===== config.mk =====
export PLATFORM = sky130hd
export DESIGN_NAME = aci_adc_ctrl
export DESIGN_NICKNAME = d
export VERILOG_FILES = /design/src/design/aci_pkg.sv /design/src/design/aci_sync_edge.sv /design/src/design/aci_adc_ctrl.sv
export VERILOG_INCLUDE_DIRS = /design/src /design/src/design
export SDC_FILE = /design/constraint.sdc
export NUM_CORES = 1
export LEC_CHECK = 0
export BUFFER_PORTS_ARGS = -buffer_cell sky130_fd_sc_hd__buf_2
export CAP_MARGIN = 40
export CORE_AREA = 2 2 70 72
export DETAILED_ROUTE_END_ITERATION = 12
export DIE_AREA = 0 0 72 74
export MAX_ROUTING_LAYER = met4
export PLACE_DENSITY = 0.82
export REMOVE_ABC_BUFFERS = 1
export SLEW_MARGIN = 20
export SYNTH_ARGS = -nofsm -noshare
export SYNTH_HDL_FRONTEND = slang
export SYNTH_SLANG_ARGS = --single-unit

===== constraint.sdc =====
create_clock -name CLK_I -period 2.5 [get_ports CLK_I]
set_input_delay 0.5 -clock CLK_I [delete_from_list [all_inputs] [get_ports CLK_I]]
set_output_delay 0.5 -clock CLK_I [all_outputs]
set_load 0.01 [all_outputs]

===== src/design/aci_cfg.svh =====
`ifndef ACI_CFG_SVH
`define ACI_CFG_SVH

// Register indices; the byte address on the bus is four times the index.
`define ACI_IDX_CTRL 16'hffd0
`define ACI_IDX_PIN_EN 16'hffd1
`define ACI_IDX_RES_LO 16'hffd2
`define ACI_IDX_RES_HI 16'hffd3
`define ACI_IDX_IRQ_MASK 16'hffe7
`define ACI_IDX_IRQ_FLAG 16'hfff7

// Field positions inside the conversion control register.
`define ACI_CTRL_CHAN_LO 0
`define ACI_CTRL_CHAN_HI 1
`define ACI_CTRL_CLK_SEL 2
`define ACI_CTRL_START 3

// Field positions of the interrupt mask and flag registers.
`define ACI_IRQ_BIT 0

// Reset values.
`define ACI_RST_CHAN 2'h0
`define ACI_RST_CLK_SEL 1'h0
`define ACI_RST_PIN_EN 4'h0
`define ACI_RST_MASK 1'h0
`define ACI_RST_FLAG 1'h0

// Conversion length in selected conversion clock cycles.
`define ACI_CONV_CYCLES 16

// Register data width and the bus lane that carries it.
`define ACI_REG_W 4
`define ACI_LANE 0

`endif


===== src/design/aci_pkg.sv =====
package aci_pkg;

    typedef enum logic {
        ACI_IDLE,
        ACI_CONVERT
    } aci_state_t;

    typedef struct packed {
        logic clk_sel;
        logic [1:0] chan;
    } aci_ctrl_t;

    typedef struct packed {
        logic [3:0] pin_en;
        logic [1:0] chan;
        logic clk_sel;
        logic clk_en;
        logic clk_tick;
        logic start;
    } aci_core_t;

endpackage


===== src/design/aci_sync_edge.sv =====
`timescale 1ns/10ps

module aci_sync_edge (
    input wire logic clk_i,
    input wire logic rst_n_i,
    input wire logic async_i,
    output logic rise_o
);

    logic meta_ff;
    logic sync_ff;
    logic last_ff;

    // Two flip-flops bring the oscillator level into the bus clock domain.
    always_ff @(posedge clk_i or negedge rst_n_i) begin
        if (!rst_n_i) begin
            meta_ff <= 1'b0;
            sync_ff <= 1'b0;
        end else begin
            meta_ff <= async_i;
            sync_ff <= meta_ff;
        end
    end

    // The edge detector looks only at the second stage.
    always_ff @(posedge clk_i or negedge rst_n_i) begin
        if (!rst_n_i) begin
            last_ff <= 1'b0;
        end else begin
            last_ff <= sync_ff;
        end
    end

    assign rise_o = sync_ff & ~last_ff;

endmodule


===== src/design/aci_adc_ctrl.sv =====
// Our own choice: the Wishbone register port.
`timescale 1ns/10ps
`include "aci_cfg.svh"

// Function
// - Pin enable bit 1 makes pin analog.
// - Clock select 1 fast, 0 slow, resets 0.
// - Two-bit channel field picks input 0-3.
// - Start write begins conversion, then loads result.
// - Start write 0 ignored, start reads zero.
// - Result low nibble first address, high next.
// - Result registers not cleared by reset.
// - Mask bit enables completion interrupt, resets 0.
// - Flag set on completion, readable, resets 0.
// - Flag sets regardless of mask bit.
// - Writing 1 clears flag, 0 ignored.
// - Unused mask and flag bits read zero.
// - Start gates selected clock to converter core.
// - Flag and mask raise interrupt request.

module aci_adc_ctrl
    import aci_pkg::*;
#(
    parameter int CONV_CYCLES = `ACI_CONV_CYCLES
) (
    input wire logic CLK_I,
    input wire logic RST_N_I,
    input wire logic CYC_I,
    input wire logic STB_I,
    input wire logic WE_I,
    input wire logic [17:2] ADR_I,
    input wire logic [3:0] SEL_I,
    input wire logic [31:0] DAT_I,
    output logic [31:0] DAT_O,
    output logic ACK_O,
    input wire logic SLOW_OSC_I,
    input wire logic FAST_OSC_I,
    input wire logic [7:0] CORE_RESULT_I,
    output logic [3:0] ANALOG_PIN_ENABLE_O,
    output logic [1:0] CHANNEL_SELECT_O,
    output logic CONV_CLOCK_SELECT_O,
    output logic CONV_CLOCK_ENABLE_O,
    output logic CONV_CLOCK_TICK_O,
    output logic CONV_START_O,
    output logic CONV_BUSY_O,
    output logic IRQ_O
);

    localparam int CNT_W = $clog2(CONV_CYCLES + 1);
    localparam logic [CNT_W-1:0] CNT_LAST = CNT_W'(CONV_CYCLES - 1);

    aci_ctrl_t ctrl_ff;
    aci_state_t state_ff;
    aci_state_t nxt_state;
    aci_core_t core_ff;
    logic [3:0] pin_en_ff;
    logic mask_ff;
    logic flag_ff;
    logic [3:0] result_lo_ff;
    logic [3:0] result_hi_ff;
    logic [CNT_W-1:0] cnt_ff;
    logic half_ff;
    logic ack_ff;
    logic [31:0] dat_ff;
    logic slow_rise;
    logic fast_rise;
    logic sel_tick;
    logic bus_req;
    logic wr_lane;
    logic [`ACI_REG_W-1:0] wdat;
    logic wr_ctrl;
    logic wr_pin_en;
    logic wr_mask;
    logic wr_flag;
    logic start_req;
    logic conv_done;
    logic [31:0] rd_mux;
    logic conv_active;
    logic conv_tick;
    logic cnt_last;
    logic wr_start;
    logic flag_clr;
    logic rd_req;
    logic [3:0] nxt_pin_en;
    logic [1:0] nxt_chan;
    logic nxt_clk_sel;

    // Oscillator inputs come from outside the bus clock and are synchronised.
    aci_sync_edge u_slow_sync (
        .clk_i(CLK_I),
        .rst_n_i(RST_N_I),
        .async_i(SLOW_OSC_I),
        .rise_o(slow_rise)
    );

    aci_sync_edge u_fast_sync (
        .clk_i(CLK_I),
        .rst_n_i(RST_N_I),
        .async_i(FAST_OSC_I),
        .rise_o(fast_rise)
    );

    // Bus request decode; a request is taken once, in the cycle before ACK.
    assign bus_req = CYC_I & STB_I & ~ack_ff;
    assign wr_lane = bus_req & WE_I & SEL_I[`ACI_LANE];
    assign wdat = DAT_I[`ACI_REG_W-1:0];
    assign rd_req = bus_req & ~WE_I;

    // Write strobes; the result registers and unmapped indices take no write.
    always_comb begin
        wr_ctrl = 1'b0;
        wr_pin_en = 1'b0;
        wr_mask = 1'b0;
        wr_flag = 1'b0;
        if (wr_lane) begin
            unique case (ADR_I)
                `ACI_IDX_CTRL: begin
                    wr_ctrl = 1'b1;
                end
                `ACI_IDX_PIN_EN: begin
                    wr_pin_en = 1'b1;
                end
                `ACI_IDX_IRQ_MASK: begin
                    wr_mask = 1'b1;
                end
                `ACI_IDX_IRQ_FLAG: begin
                    wr_flag = 1'b1;
                end
                `ACI_IDX_RES_LO, `ACI_IDX_RES_HI: begin
                    wr_ctrl = 1'b0;
                end
                default: begin
                    wr_ctrl = 1'b0;
                end
            endcase
        end
    end

    // Only a written 1 starts; a 0 or a start during a conversion does nothing.
    assign conv_active = (state_ff == ACI_CONVERT);
    assign wr_start = wr_ctrl & wdat[`ACI_CTRL_START];
    assign start_req = wr_start & ~conv_active;

    // The fast source runs at half its rate, so every second edge is used.
    always_ff @(posedge CLK_I or negedge RST_N_I) begin
        if (!RST_N_I) begin
            half_ff <= 1'b0;
        end else if (fast_rise) begin
            half_ff <= ~half_ff;
        end
    end

    // Clock selector output, as single-cycle edges in the bus clock domain.
    always_comb begin
        if (ctrl_ff.clk_sel) begin
            sel_tick = fast_rise & half_ff;
        end else begin
            sel_tick = slow_rise;
        end
    end

    assign conv_tick = conv_active & sel_tick;
    assign cnt_last = (cnt_ff == CNT_LAST);
    assign conv_done = conv_tick & cnt_last;

    // Values the control registers take at this edge, forwarded to the core at once.
    assign nxt_pin_en = wr_pin_en ? wdat : pin_en_ff;
    assign nxt_chan = wr_ctrl ? wdat[`ACI_CTRL_CHAN_HI:`ACI_CTRL_CHAN_LO] : ctrl_ff.chan;
    assign nxt_clk_sel = wr_ctrl ? wdat[`ACI_CTRL_CLK_SEL] : ctrl_ff.clk_sel;

    // Control register: clock select and channel are stored, start is not.
    always_ff @(posedge CLK_I or negedge RST_N_I) begin
        if (!RST_N_I) begin
            ctrl_ff.clk_sel <= `ACI_RST_CLK_SEL;
            ctrl_ff.chan <= `ACI_RST_CHAN;
        end else if (wr_ctrl) begin
            ctrl_ff.clk_sel <= wdat[`ACI_CTRL_CLK_SEL];
            ctrl_ff.chan <= wdat[`ACI_CTRL_CHAN_HI:`ACI_CTRL_CHAN_LO];
        end
    end

    // Analog pin enables switch the shared port pins to analog use.
    always_ff @(posedge CLK_I or negedge RST_N_I) begin
        if (!RST_N_I) begin
            pin_en_ff <= `ACI_RST_PIN_EN;
        end else if (wr_pin_en) begin
            pin_en_ff <= wdat;
        end
    end

    // Interrupt mask; only bit 0 is stored.
    always_ff @(posedge CLK_I or negedge RST_N_I) begin
        if (!RST_N_I) begin
            mask_ff <= `ACI_RST_MASK;
        end else if (wr_mask) begin
            mask_ff <= wdat[`ACI_IRQ_BIT];
        end
    end

    assign flag_clr = wr_flag & wdat[`ACI_IRQ_BIT];

    // Completion flag; a completion in the clearing cycle wins.
    always_ff @(posedge CLK_I or negedge RST_N_I) begin
        if (!RST_N_I) begin
            flag_ff <= `ACI_RST_FLAG;
        end else if (conv_done) begin
            flag_ff <= 1'b1;
        end else if (flag_clr) begin
            flag_ff <= 1'b0;
        end
    end

    // Conversion sequencer.
    always_comb begin
        nxt_state = state_ff;
        unique case (state_ff)
            ACI_IDLE: begin
                if (start_req) begin
                    nxt_state = ACI_CONVERT;
                end
            end
            ACI_CONVERT: begin
                if (conv_done) begin
                    nxt_state = ACI_IDLE;
                end
            end
        endcase
    end

    always_ff @(posedge CLK_I or negedge RST_N_I) begin
        if (!RST_N_I) begin
            state_ff <= ACI_IDLE;
        end else begin
            state_ff <= nxt_state;
        end
    end

    // Counts the selected conversion clock cycles of one conversion.
    always_ff @(posedge CLK_I or negedge RST_N_I) begin
        if (!RST_N_I) begin
            cnt_ff <= '0;
        end else if (start_req) begin
            cnt_ff <= '0;
        end else if (conv_tick) begin
            cnt_ff <= cnt_ff + CNT_W'(1);
        end
    end

    // The result nibbles hold no reset value; both load at each completion.
    always_ff @(posedge CLK_I) begin
        if (conv_done) begin
            result_lo_ff <= CORE_RESULT_I[3:0];
        end
    end

    always_ff @(posedge CLK_I) begin
        if (conv_done) begin
            result_hi_ff <= CORE_RESULT_I[7:4];
        end
    end

    // Signals toward the analog core, all from flip-flops.
    always_ff @(posedge CLK_I or negedge RST_N_I) begin
        if (!RST_N_I) begin
            core_ff <= '0;
        end else begin
            core_ff.pin_en <= nxt_pin_en;
            core_ff.chan <= nxt_chan;
            core_ff.clk_sel <= nxt_clk_sel;
            core_ff.clk_en <= (nxt_state == ACI_CONVERT);
            core_ff.clk_tick <= conv_tick;
            core_ff.start <= start_req;
        end
    end

    // Read multiplexer; unused bits and unmapped addresses read zero.
    always_comb begin
        rd_mux = 32'h0000_0000;
        unique case (ADR_I)
            `ACI_IDX_CTRL: begin
                rd_mux[`ACI_CTRL_CLK_SEL] = ctrl_ff.clk_sel;
                rd_mux[`ACI_CTRL_CHAN_HI:`ACI_CTRL_CHAN_LO] = ctrl_ff.chan;
                rd_mux[`ACI_CTRL_START] = 1'b0;
            end
            `ACI_IDX_PIN_EN: begin
                rd_mux[`ACI_REG_W-1:0] = pin_en_ff;
            end
            `ACI_IDX_RES_LO: begin
                rd_mux[`ACI_REG_W-1:0] = result_lo_ff;
            end
            `ACI_IDX_RES_HI: begin
                rd_mux[`ACI_REG_W-1:0] = result_hi_ff;
            end
            `ACI_IDX_IRQ_MASK: begin
                rd_mux[`ACI_IRQ_BIT] = mask_ff;
            end
            `ACI_IDX_IRQ_FLAG: begin
                rd_mux[`ACI_IRQ_BIT] = flag_ff;
            end
            default: begin
                rd_mux = 32'h0000_0000;
            end
        endcase
    end

    // Bus answer: every request is acknowledged one cycle after it is taken.
    always_ff @(posedge CLK_I or negedge RST_N_I) begin
        if (!RST_N_I) begin
            ack_ff <= 1'b0;
        end else begin
            ack_ff <= bus_req;
        end
    end

    always_ff @(posedge CLK_I or negedge RST_N_I) begin
        if (!RST_N_I) begin
            dat_ff <= 32'h0000_0000;
        end else if (rd_req) begin
            dat_ff <= rd_mux;
        end else if (bus_req) begin
            dat_ff <= 32'h0000_0000;
        end
    end

    assign DAT_O = dat_ff;
    assign ACK_O = ack_ff;

    assign ANALOG_PIN_ENABLE_O = core_ff.pin_en;
    assign CHANNEL_SELECT_O = core_ff.chan;
    assign CONV_CLOCK_SELECT_O = core_ff.clk_sel;
    assign CONV_CLOCK_ENABLE_O = core_ff.clk_en;
    assign CONV_CLOCK_TICK_O = core_ff.clk_tick;
    assign CONV_START_O = core_ff.start;
    assign CONV_BUSY_O = conv_active;

    // Interrupt request toward the CPU, gated by the mask.
    assign IRQ_O = flag_ff & mask_ff;

endmodule


* After elaboration in Yosys (flattened, before gate mapping) *
Index checks and enable logic that the tools add are counted.

cells by class
  bitwise logic cells = 20
  divide/modulo/power cells = 0
  magnitude comparators = 0
  add/subtract/negate cells = 1
  reduce and logical (&&, ||, !) cells = 3
  multipliers = 0
  muxes and demuxes = 22
  shift operators = 0
  equal/unequal tests = 7

operators by type and width
  kind                  count
  $eq 16x16->1 const B  6
  $mux 32               2
  $and 1x1->1           14
  $mux 1                14
  $pmux 3 s4            1
  $mux 5                2
  $not 1->1             6
  $pmux 1 s6            1
  $reduce_bool 2->1     3
  $add 5x1->5 const B   1
  $eq 5x4->1 const B    1
  $mux 2                1
  $pmux 1 s2            1

storage, ports and cells
  latch bits = 0
  bits in read-only memories = 0
  memory bits (writable) = 0
  logic and storage cells = 75
  input port bits = 67
  output and inout bits = 45
  register bits = 68
  memories = 0

* Longest topological paths before layout *
Gate-level depths: netlist of run 1.

  depth in word-level cells = 9
  gate-level depth with buffers = 5

* Modules after synthesis *
A second synthesis of run 1 with hierarchy kept.

unflattened totals
  cell total of the unflattened synthesis = 157
  area, all modules = 1938.1 sq um

by module, submodules not included
  module         sequential area each (sq um)  cells each  area an instance (sq um)  times used
  aci_adc_ctrl   890.9                         149         1760.4                    1
  aci_sync_edge  75.1                          4           88.8                      2

* Worst setup path after synthesis of run 1 *
Ideal clock, no wire load.

  path kind = input to register
  from = in ADR_I[13] (netlist name)
  to = reg mask_ff
  arrival time = 1806 ps
  library setup time = 125 ps
  stages = 4
  path slack = 569 ps
  path through = nand4_2 -> or4_1 -> nor4_2 -> mux2_2

on the way
  longest elaborated chain between the ends = 3

ends and longest elaborated chain
  item                  RTL line             text
  start, declared       aci_adc_ctrl.sv:31   input wire logic [17:2] ADR_I,
  $eq 16x16->1          aci_adc_ctrl.sv:116  unique case (ADR_I)
  $mux 1                aci_adc_ctrl.sv:116
  $mux 1                aci_adc_ctrl.sv:115  if (wr_lane) begin
  end signal, assigned  aci_adc_ctrl.sv:194  mask_ff <= `ACI_RST_MASK;
  end signal, assigned  aci_adc_ctrl.sv:196  mask_ff <= wdat[`ACI_IRQ_BIT];
  end, declared         aci_adc_ctrl.sv:57   logic mask_ff;

No other way between the ends.
A chain may end at the register's enable or synchronous reset.

* Worst setup path after layout of run 1 *
  from = reg ctrl_ff[2] (netlist name)
  to = reg result_lo_ff[1], enable pin

on the way
  longest elaborated chain between the ends = 3

ends and longest elaborated chain
  item                  RTL line             text
  start, declared       aci_adc_ctrl.sv:52   aci_ctrl_t ctrl_ff;
  $mux 1                aci_adc_ctrl.sv:155  if (ctrl_ff.clk_sel) begin
  $and 1x1->1           aci_adc_ctrl.sv:162  assign conv_tick = conv_active & sel_tick;
  $and 1x1->1           aci_adc_ctrl.sv:164  assign conv_done = conv_tick & cnt_last;
  named net conv_done   aci_adc_ctrl.sv:76   logic conv_done;
  end signal, assigned  aci_adc_ctrl.sv:252  result_lo_ff <= CORE_RESULT_I[3:0];
  end, declared         aci_adc_ctrl.sv:59   logic [3:0] result_lo_ff;

The timed path passes the listed nets, and every way through them passes these cells.

==> results.yml, run 1 <==
logic_synthesis:
  synth.area.top_cells: "dfrtp_1 41%, edfxtp_1 12%, buf_4 11%, mux2_2 5.8%, mux4_2 3.5%"
  syn_area_per_cell_sq_um: 12.2
  ys_seq_elements: 40
  yosysTopAreaCell: "dfrtp_1"
  ys_warn_count: 0
  synth_compound_area_share_pct: 5.21
  synth.area.mux_share_pct: 9.78
  synth_edf_count: 8
  netlist_area_sq_um: 1940
  synth_top_family_by_area: "simple AND/OR/NAND/NOR gates"
  yosysTopAreaCellShare_pct: 41.2
  ys_seq_area_share_pct: 53.5
  synth.distinct_cells: 39
  synth_ff_type: "dfrtp_1"
  synth_xor_area_share_pct: 0.450
  syn_inst: 160
  synth-simple-area-share_pct: 16.7
  synthArstFlopShare_pct: 80.0
  synthAdderAreaFrac_pct: 1.29
clock_tree:
  postCtsHoldBufs: 0
  clk_path_buf_depth: 2
  cts-resized-gates: 0
  cts_tree: "built"
  clkTransAtPathRegs_ns: 0.07
  ctsRootBufferMaster: "clkbuf_8"
  cts.sinks: 40
  insertion_delay_ns: 0.29
  post_cts_buffers: 0
  cts_buffers: 5
  htree_levels: 2
timing:
  hold_viol: 0
  slew_headroom_pct: 54.6
  finalCritPeriodShare_pct: 76.0
  setup_viol: 0
  tightest_slew_ns: 0.681
  rsz0062_at_grt: "no"
  report.final.slew_viol_count: 0
  tns_ns: 0
  period_minus_slack_ns: 1.90
  fin_worst_skew_ns: 0.00748
  clock.fmax_ghz: 0.526
global_routing:
  grtUsageTotal_pct: 14.1
  grt-ovfl-total: 0
  grt_pass1_vias: 1181
  grt_pass1_wl_mm: 5.46
  grt_max_degree: 33
  antenna_found_initial: 0
worst_setup_path:
  start_kind: "flop"
  r2r_slack_ns: 0.60
  criticalPathCategory: "flop to flop"
  endpoint_kind: "flop"
  regToRegEndpoint: "result_lo_ff[1]$_DFFE_PP_"
  cp_max_fo: 9
  cp.arrival_ns: 1.84
  worst_r2r_path_depth: 3
  critPathRequiredTime_ns: 2.44
  reg2reg_from: "ctrl_ff[2]$_DFFE_PN0N_"
detailed_routing:
  drc: 0
  dr.pass1.iters: 4
  drtAntennaViolNets: 0
  wire_per_inst_microns: 12.6
  detail_route.vias_per_cell: 4.64
  dr.first_iter.drc_count: 52
  vias: 1253
  drt_wl_total_mm: 3.41
die:
  fp.dieH_microns: 74
  num_rows: 25
  dieArea_sq_um: 5330
  initial_core_util_pct: 42.3
  die_x_microns: 72
  coreArea_sq_um: 4600
  ioPinCount: 112
flow_run:
  cap_violations: 0
placement:
  place_congestion: 0.771
  dp_hpwl_mm: 2.67
  port_buffers: 52
status:
  outcome: "finished clean"
cells_and_area:
  nNetsFinal: 284
  final_util_pct: 48.6
  fillerInstances: 419
  drive_above_1_share_pct: 37.0
  n_antenna_cell: 0
  syn2layout_area_growth_pct: 14.9
power_and_ir_drop:
  p_per_area_nw_per_um2: 531
  leakagePower_nw: 1.12
  ir_drop_mv: 0.443
worst_hold_path:
  min_path_type: "primary input to async pin"
## report_power, final
| group | switching (mW) | leakage [nW] | internal [mW] |
|---|---|---|---|
| clock network | 0.205 | 0.0422 | 0.196 |
| logic | 0.0592 | 0.605 | 0.0375 |
| registers | 0.00958 | 0.476 | 0.679 |
| total | 0.274 | 1.12 | 0.912 |
## final cells by class
| class | instances | area [sq um] | share of cell area, % |
|---|---|---|---|
| well taps | 54 | 67.6 | 3.02 |
| clock inverters | 1 | 5.00 | 0.224 |
| clock buffers | 7 | 76.3 | 3.42 |
| inverters | 4 | 15.0 | 0.672 |
| flip-flops and latches | 40 | 1040 | 46.6 |
| repair buffers | 54 | 275 | 12.3 |
| multi-input cells | 110 | 754 | 33.8 |
## per-stage QoR
step / setup slack (ns) / total power [mW] / hold slack (ns) / cells / cell area, sq um
CTS: 0.554 / 1.20 / 0.271 / 270 / 2230
global placement: 0.373 / 0.795 / 0.334 / 262 / 2150
finish: 0.601 / 1.19 / 0.250 / 270 / 2230
detailed placement: 0.380 / 0.800 / 0.336 / 262 / 2150
global route: 0.485 / 1.25 / 0.303 / 270 / 2230
floorplan: 0.308 / 0.744 / 0.204 / 154 / 1810
## layer usage
metal | vias to the layer above | global-route usage (%) | routed length (microns)
met5 | - | - | 0
met4 | 0 | 6.29 | 51
met3 | 8 | 3.66 | 257
met2 | 55 | 21.6 | 1610
met1 | 578 | 17.8 | 1490
li1 | 612 | - | -
## logic make-up after synthesis
family          Yosys count
mux                      14
flops                    40
buf+inv                  37
fa+ha+maj                 2
xor+xnor                  1
other cells               1
compound gates           15
simple gates             50
## how the worst max path moves through the flow
stage                                      start                        end  cells past startpoint
after CTS                 ctrl_ff[2]$_DFFE_PN0N_  result_lo_ff[1]$_DFFE_PP_                      3
final                     ctrl_ff[2]$_DFFE_PN0N_  result_lo_ff[1]$_DFFE_PP_                      3
after global placement                 ADR_I[13]        mask_ff$_DFFE_PN0P_                      5
after detailed placement               ADR_I[13]        mask_ff$_DFFE_PN0P_                      5
after global routing      ctrl_ff[2]$_DFFE_PN0N_  result_lo_ff[1]$_DFFE_PP_                      3
after floorplan           ctrl_ff[2]$_DFFE_PN0N_  result_hi_ff[0]$_DFFE_PP_                      3
## worst max-delay path, stage by stage (launching register included)
cell and delay, ns:
dfrtp_1 0.40, or3b_2 0.49, a21boi_0 0.24, and2_1 0.42
## registers in the layout (all words and copies together) (netlist names), 2 cells and up
| name | cells |
|---|---|
| ANALOG_PIN_ENABLE_O | 4 |
| CHANNEL_SELECT_O | 2 |
| DAT_O | 4 |
| cnt_ff | 5 |
| ctrl_ff | 3 |
| result_hi_ff | 4 |
| result_lo_ff | 4 |
## cell usage after synthesis (2+ instances only)
cell / count
a21oi_1: 2
and2_1: 2
and3_1: 3
buf_2: 2
buf_4: 29
clkbuf_1: 2
dfrtp_1: 32
edfxtp_1: 8
ha_1: 2
inv_1: 4
mux2_2: 10
mux4_2: 3
nand2_1: 9
nand2b_1: 7
nand3b_1: 3
nand4_1: 3
nand4_2: 2
nor2_1: 7
nor2b_1: 2
nor3_1: 2
o21ai_0: 4
o31ai_1: 5
## cells in the final DEF, fill, tap and decap left out, types with 2 or more instances in the layout
cell type,count
buf_2,52
dfrtp_1,32
conb_1,28
mux2_2,10
nand2_1,9
edfxtp_1,8
nor2_1,7
nand2b_1,7
o31ai_1,5
clkbuf_8,5
inv_1,4
o21ai_0,4
nand3b_1,3
nand4_1,3
and3_1,3
mux4_2,3
nand4_2,2
nor3_1,2
nor2b_1,2
and2_1,2
a21oi_1,2
ha_1,2
clkbuf_1,2
buf_4,2
(Power assumes the default switching activity.)
==> run 2, diff against run 1 <==
==> constraint.sdc (replaced) <==
create_clock -name CLK_I -period 1.9 [get_ports CLK_I]
set_input_delay 0.38 -clock CLK_I [delete_from_list [all_inputs] [get_ports CLK_I]]
set_output_delay 0.38 -clock CLK_I [all_outputs]
set_load 0.01 [all_outputs]
==> run 2 against run 1 <==
Die area unchanged. Combinational power increased by 39%. Clock power up 39%. Fmax grew 2.4%. Non-clock buffer count rose by 6. Core utilization up 1.7 points. Count of clock-buffer cells in the layout down 2. Worst setup slack worse by 0.56 ns. Critical path depth grew 1. First-iteration DRC count up 23%. Sequential power is 31% higher. Clock skew fell by 0.00078 ns. Critical path type unchanged.
==> results.yml, run 2 (synthesis gave the netlist of run 1 again) <==
detailed_routing:
  drtAntennaViolNets: 0
  wire_per_inst_microns: 12.8
  detail_route.vias_per_cell: 4.74
  drt_wl_total_mm: 3.53
  dr.pass1.iters: 4
  dr.first_iter.drc_count: 64
  vias: 1308
  drc: 0
clock_tree:
  ctsRootBufferMaster: "clkbuf_8"
  clk_path_buf_depth: 2
  insertion_delay_ns: 0.30
  htree_levels: 2
  postCtsHoldBufs: 0
  cts.sinks: 40
  cts_tree: "built"
  clkTransAtPathRegs_ns: 0.08
  cts_buffers: 5
worst_setup_path:
  cp.arrival_ns: 2.04
  endpoint_kind: "flop"
  cp_max_fo: 2
  path_buf_inv: 0
  criticalPathCategory: "flop to flop"
  critPathRequiredTime_ns: 2.09
  crit_family: "simple AND/OR/NAND/NOR gates"
  critPathSlowestCell: "or4_4"
  start_kind: "flop"
  crit_chain: "nand3b_1, or4_4, nor4_4, mux2_4"
  critPathMaxStageDelay_ns: 0.56
die:
  coreArea_sq_um: 4600
  fp.dieH_microns: 74
  die_x_microns: 72
  dieArea_sq_um: 5330
  ioPinCount: 112
  initial_core_util_pct: 42.3
  num_rows: 25
cells_and_area:
  fillerInstances: 412
  nNetsFinal: 290
  top_register: "cnt_ff"
  drive_above_1_share_pct: 39.6
  mostFrequentLayoutCells: "52 x buf_2, 32 x dfrtp_1, 28 x conb_1"
  n_antenna_cell: 0
  final_cells: 276
  final_common_cell: "buf_2"
  largest_register_ffs: 5
  design_area_sq_um: 2310
  syn2layout_area_growth_pct: 19.0
  final_util_pct: 50.3
timing:
  tightest_slew_ns: 0.684
  hold_slack_ns: 0.108
  clock.fmax_ghz: 0.539
  rsz0062_at_grt: "yes"
  setup_slack_ns: 0.0453
  period_minus_slack_ns: 1.85
  fin_worst_skew_ns: 0.00669
  report.final.slew_viol_count: 0
  finalCritPeriodShare_pct: 97.6
  slew_headroom_pct: 54.4
  setup_viol: 0
  hold_viol: 0
placement:
  dp_hpwl_mm: 2.71
  dpl.cell_count: 268
  place_congestion: 0.790
  post-place-ws_ns: -0.0838
  placed_area_sq_um: 2210
  port_buffers: 52
global_routing:
  antenna_found_initial: 0
  grt_pass1_vias: 1197
  grt_max_degree: 33
  grt_pass1_wl_mm: 5.64
  grtUsageTotal_pct: 14.9
  grt-ovfl-total: 0
flow_run:
  cap_violations: 0
power_and_ir_drop:
  intPower_mw: 1.20
  p_sw_uw: 393
  seqPwrFrac_pct: 56.7
  leakagePower_nw: 1.16
  ir_drop_mv: 0.475
  p_sw_share_pct: 24.7
  p_comb_share_pct: 8.4
  power_frac_clock_pct: 34.9
  p_per_area_nw_per_um2: 688
status:
  outcome: "finished clean"
worst_hold_path:
  min_path_type: "primary input to async pin"
==> run 2: routing by layer <==
| metal | track usage (%) | wire length, microns | vias up | part of all wire (%) |
|---|---|---|---|---|
| li1 | - | - | 625 | - |
| met1 | 19.0 | 1540 | 620 | 43 |
| met2 | 21.8 | 1650 | 58 | 47 |
| met3 | 4.61 | 274 | 5 | 7.8 |
| met4 | 6.92 | 68 | 0 | 1.9 |
| met5 | - | 0 | - | 0 |
==> run 2: cell type report <==
type | count | area, sq um | share of cell area [%]
sequential | 40 | 1040 | 45.0
multi-input combinational | 110 | 771 | 33.3
tap | 54 | 67.6 | 2.92
inverter | 4 | 15.0 | 0.649
clock buffer | 5 | 68.8 | 2.97
timing repair buffer | 60 | 333 | 14.4
clock inverter | 3 | 18.8 | 0.811
==> run 2: repair_timing <==
item / CTS / global route
gates resized for setup: 2 / 1
buffers inserted: 0 / 0
pin swaps: 1 / 0
endpoints found under the setup margin: 1 / 1
endpoints found under the hold margin: 0 / 0
==> run 2: stage by stage <==
stage | power [mW] | setup TNS (ns)
floorplan | 0.979 | -2.63
global placement | 1.05 | -0.302
detailed placement | 1.05 | -0.317
CTS | 1.61 | 0
global route | 1.68 | -0.0157
finish | 1.59 | 0
==> run 2: worst paths after layout <==
kind	start	endpoint	slack, ns	depth (start not counted)
min	RST_N_I	half_ff$_DFFE_PN0N_	0.11	1
max	ACK_O$_DFF_PN0_	mask_ff$_DFFE_PN0P_	0.05	4
max reg2reg	ACK_O$_DFF_PN0_	mask_ff$_DFFE_PN0P_	0.05	4
max in group asynchronous	RST_N_I	DAT_O[0]$_DFFE_PN0P_	1.35	1
min in group CLK_I	FAST_OSC_I	u_fast_sync.meta_ff$_DFF_PN0_	0.18	1
min reg2reg	u_fast_sync.meta_ff$_DFF_PN0_	u_fast_sync.sync_ff$_DFF_PN0_	0.35	0
==> run 2: power by group through the flow <==
stage / registers [mW] / logic (mW) / clock network [mW]
floorplan: 0.920 / 0.0591 / 0
global placement: 0.920 / 0.131 / 0
detailed placement: 0.922 / 0.133 / 0
CTS: 0.904 / 0.134 / 0.573
global route: 0.907 / 0.153 / 0.625
finish: 0.904 / 0.134 / 0.555
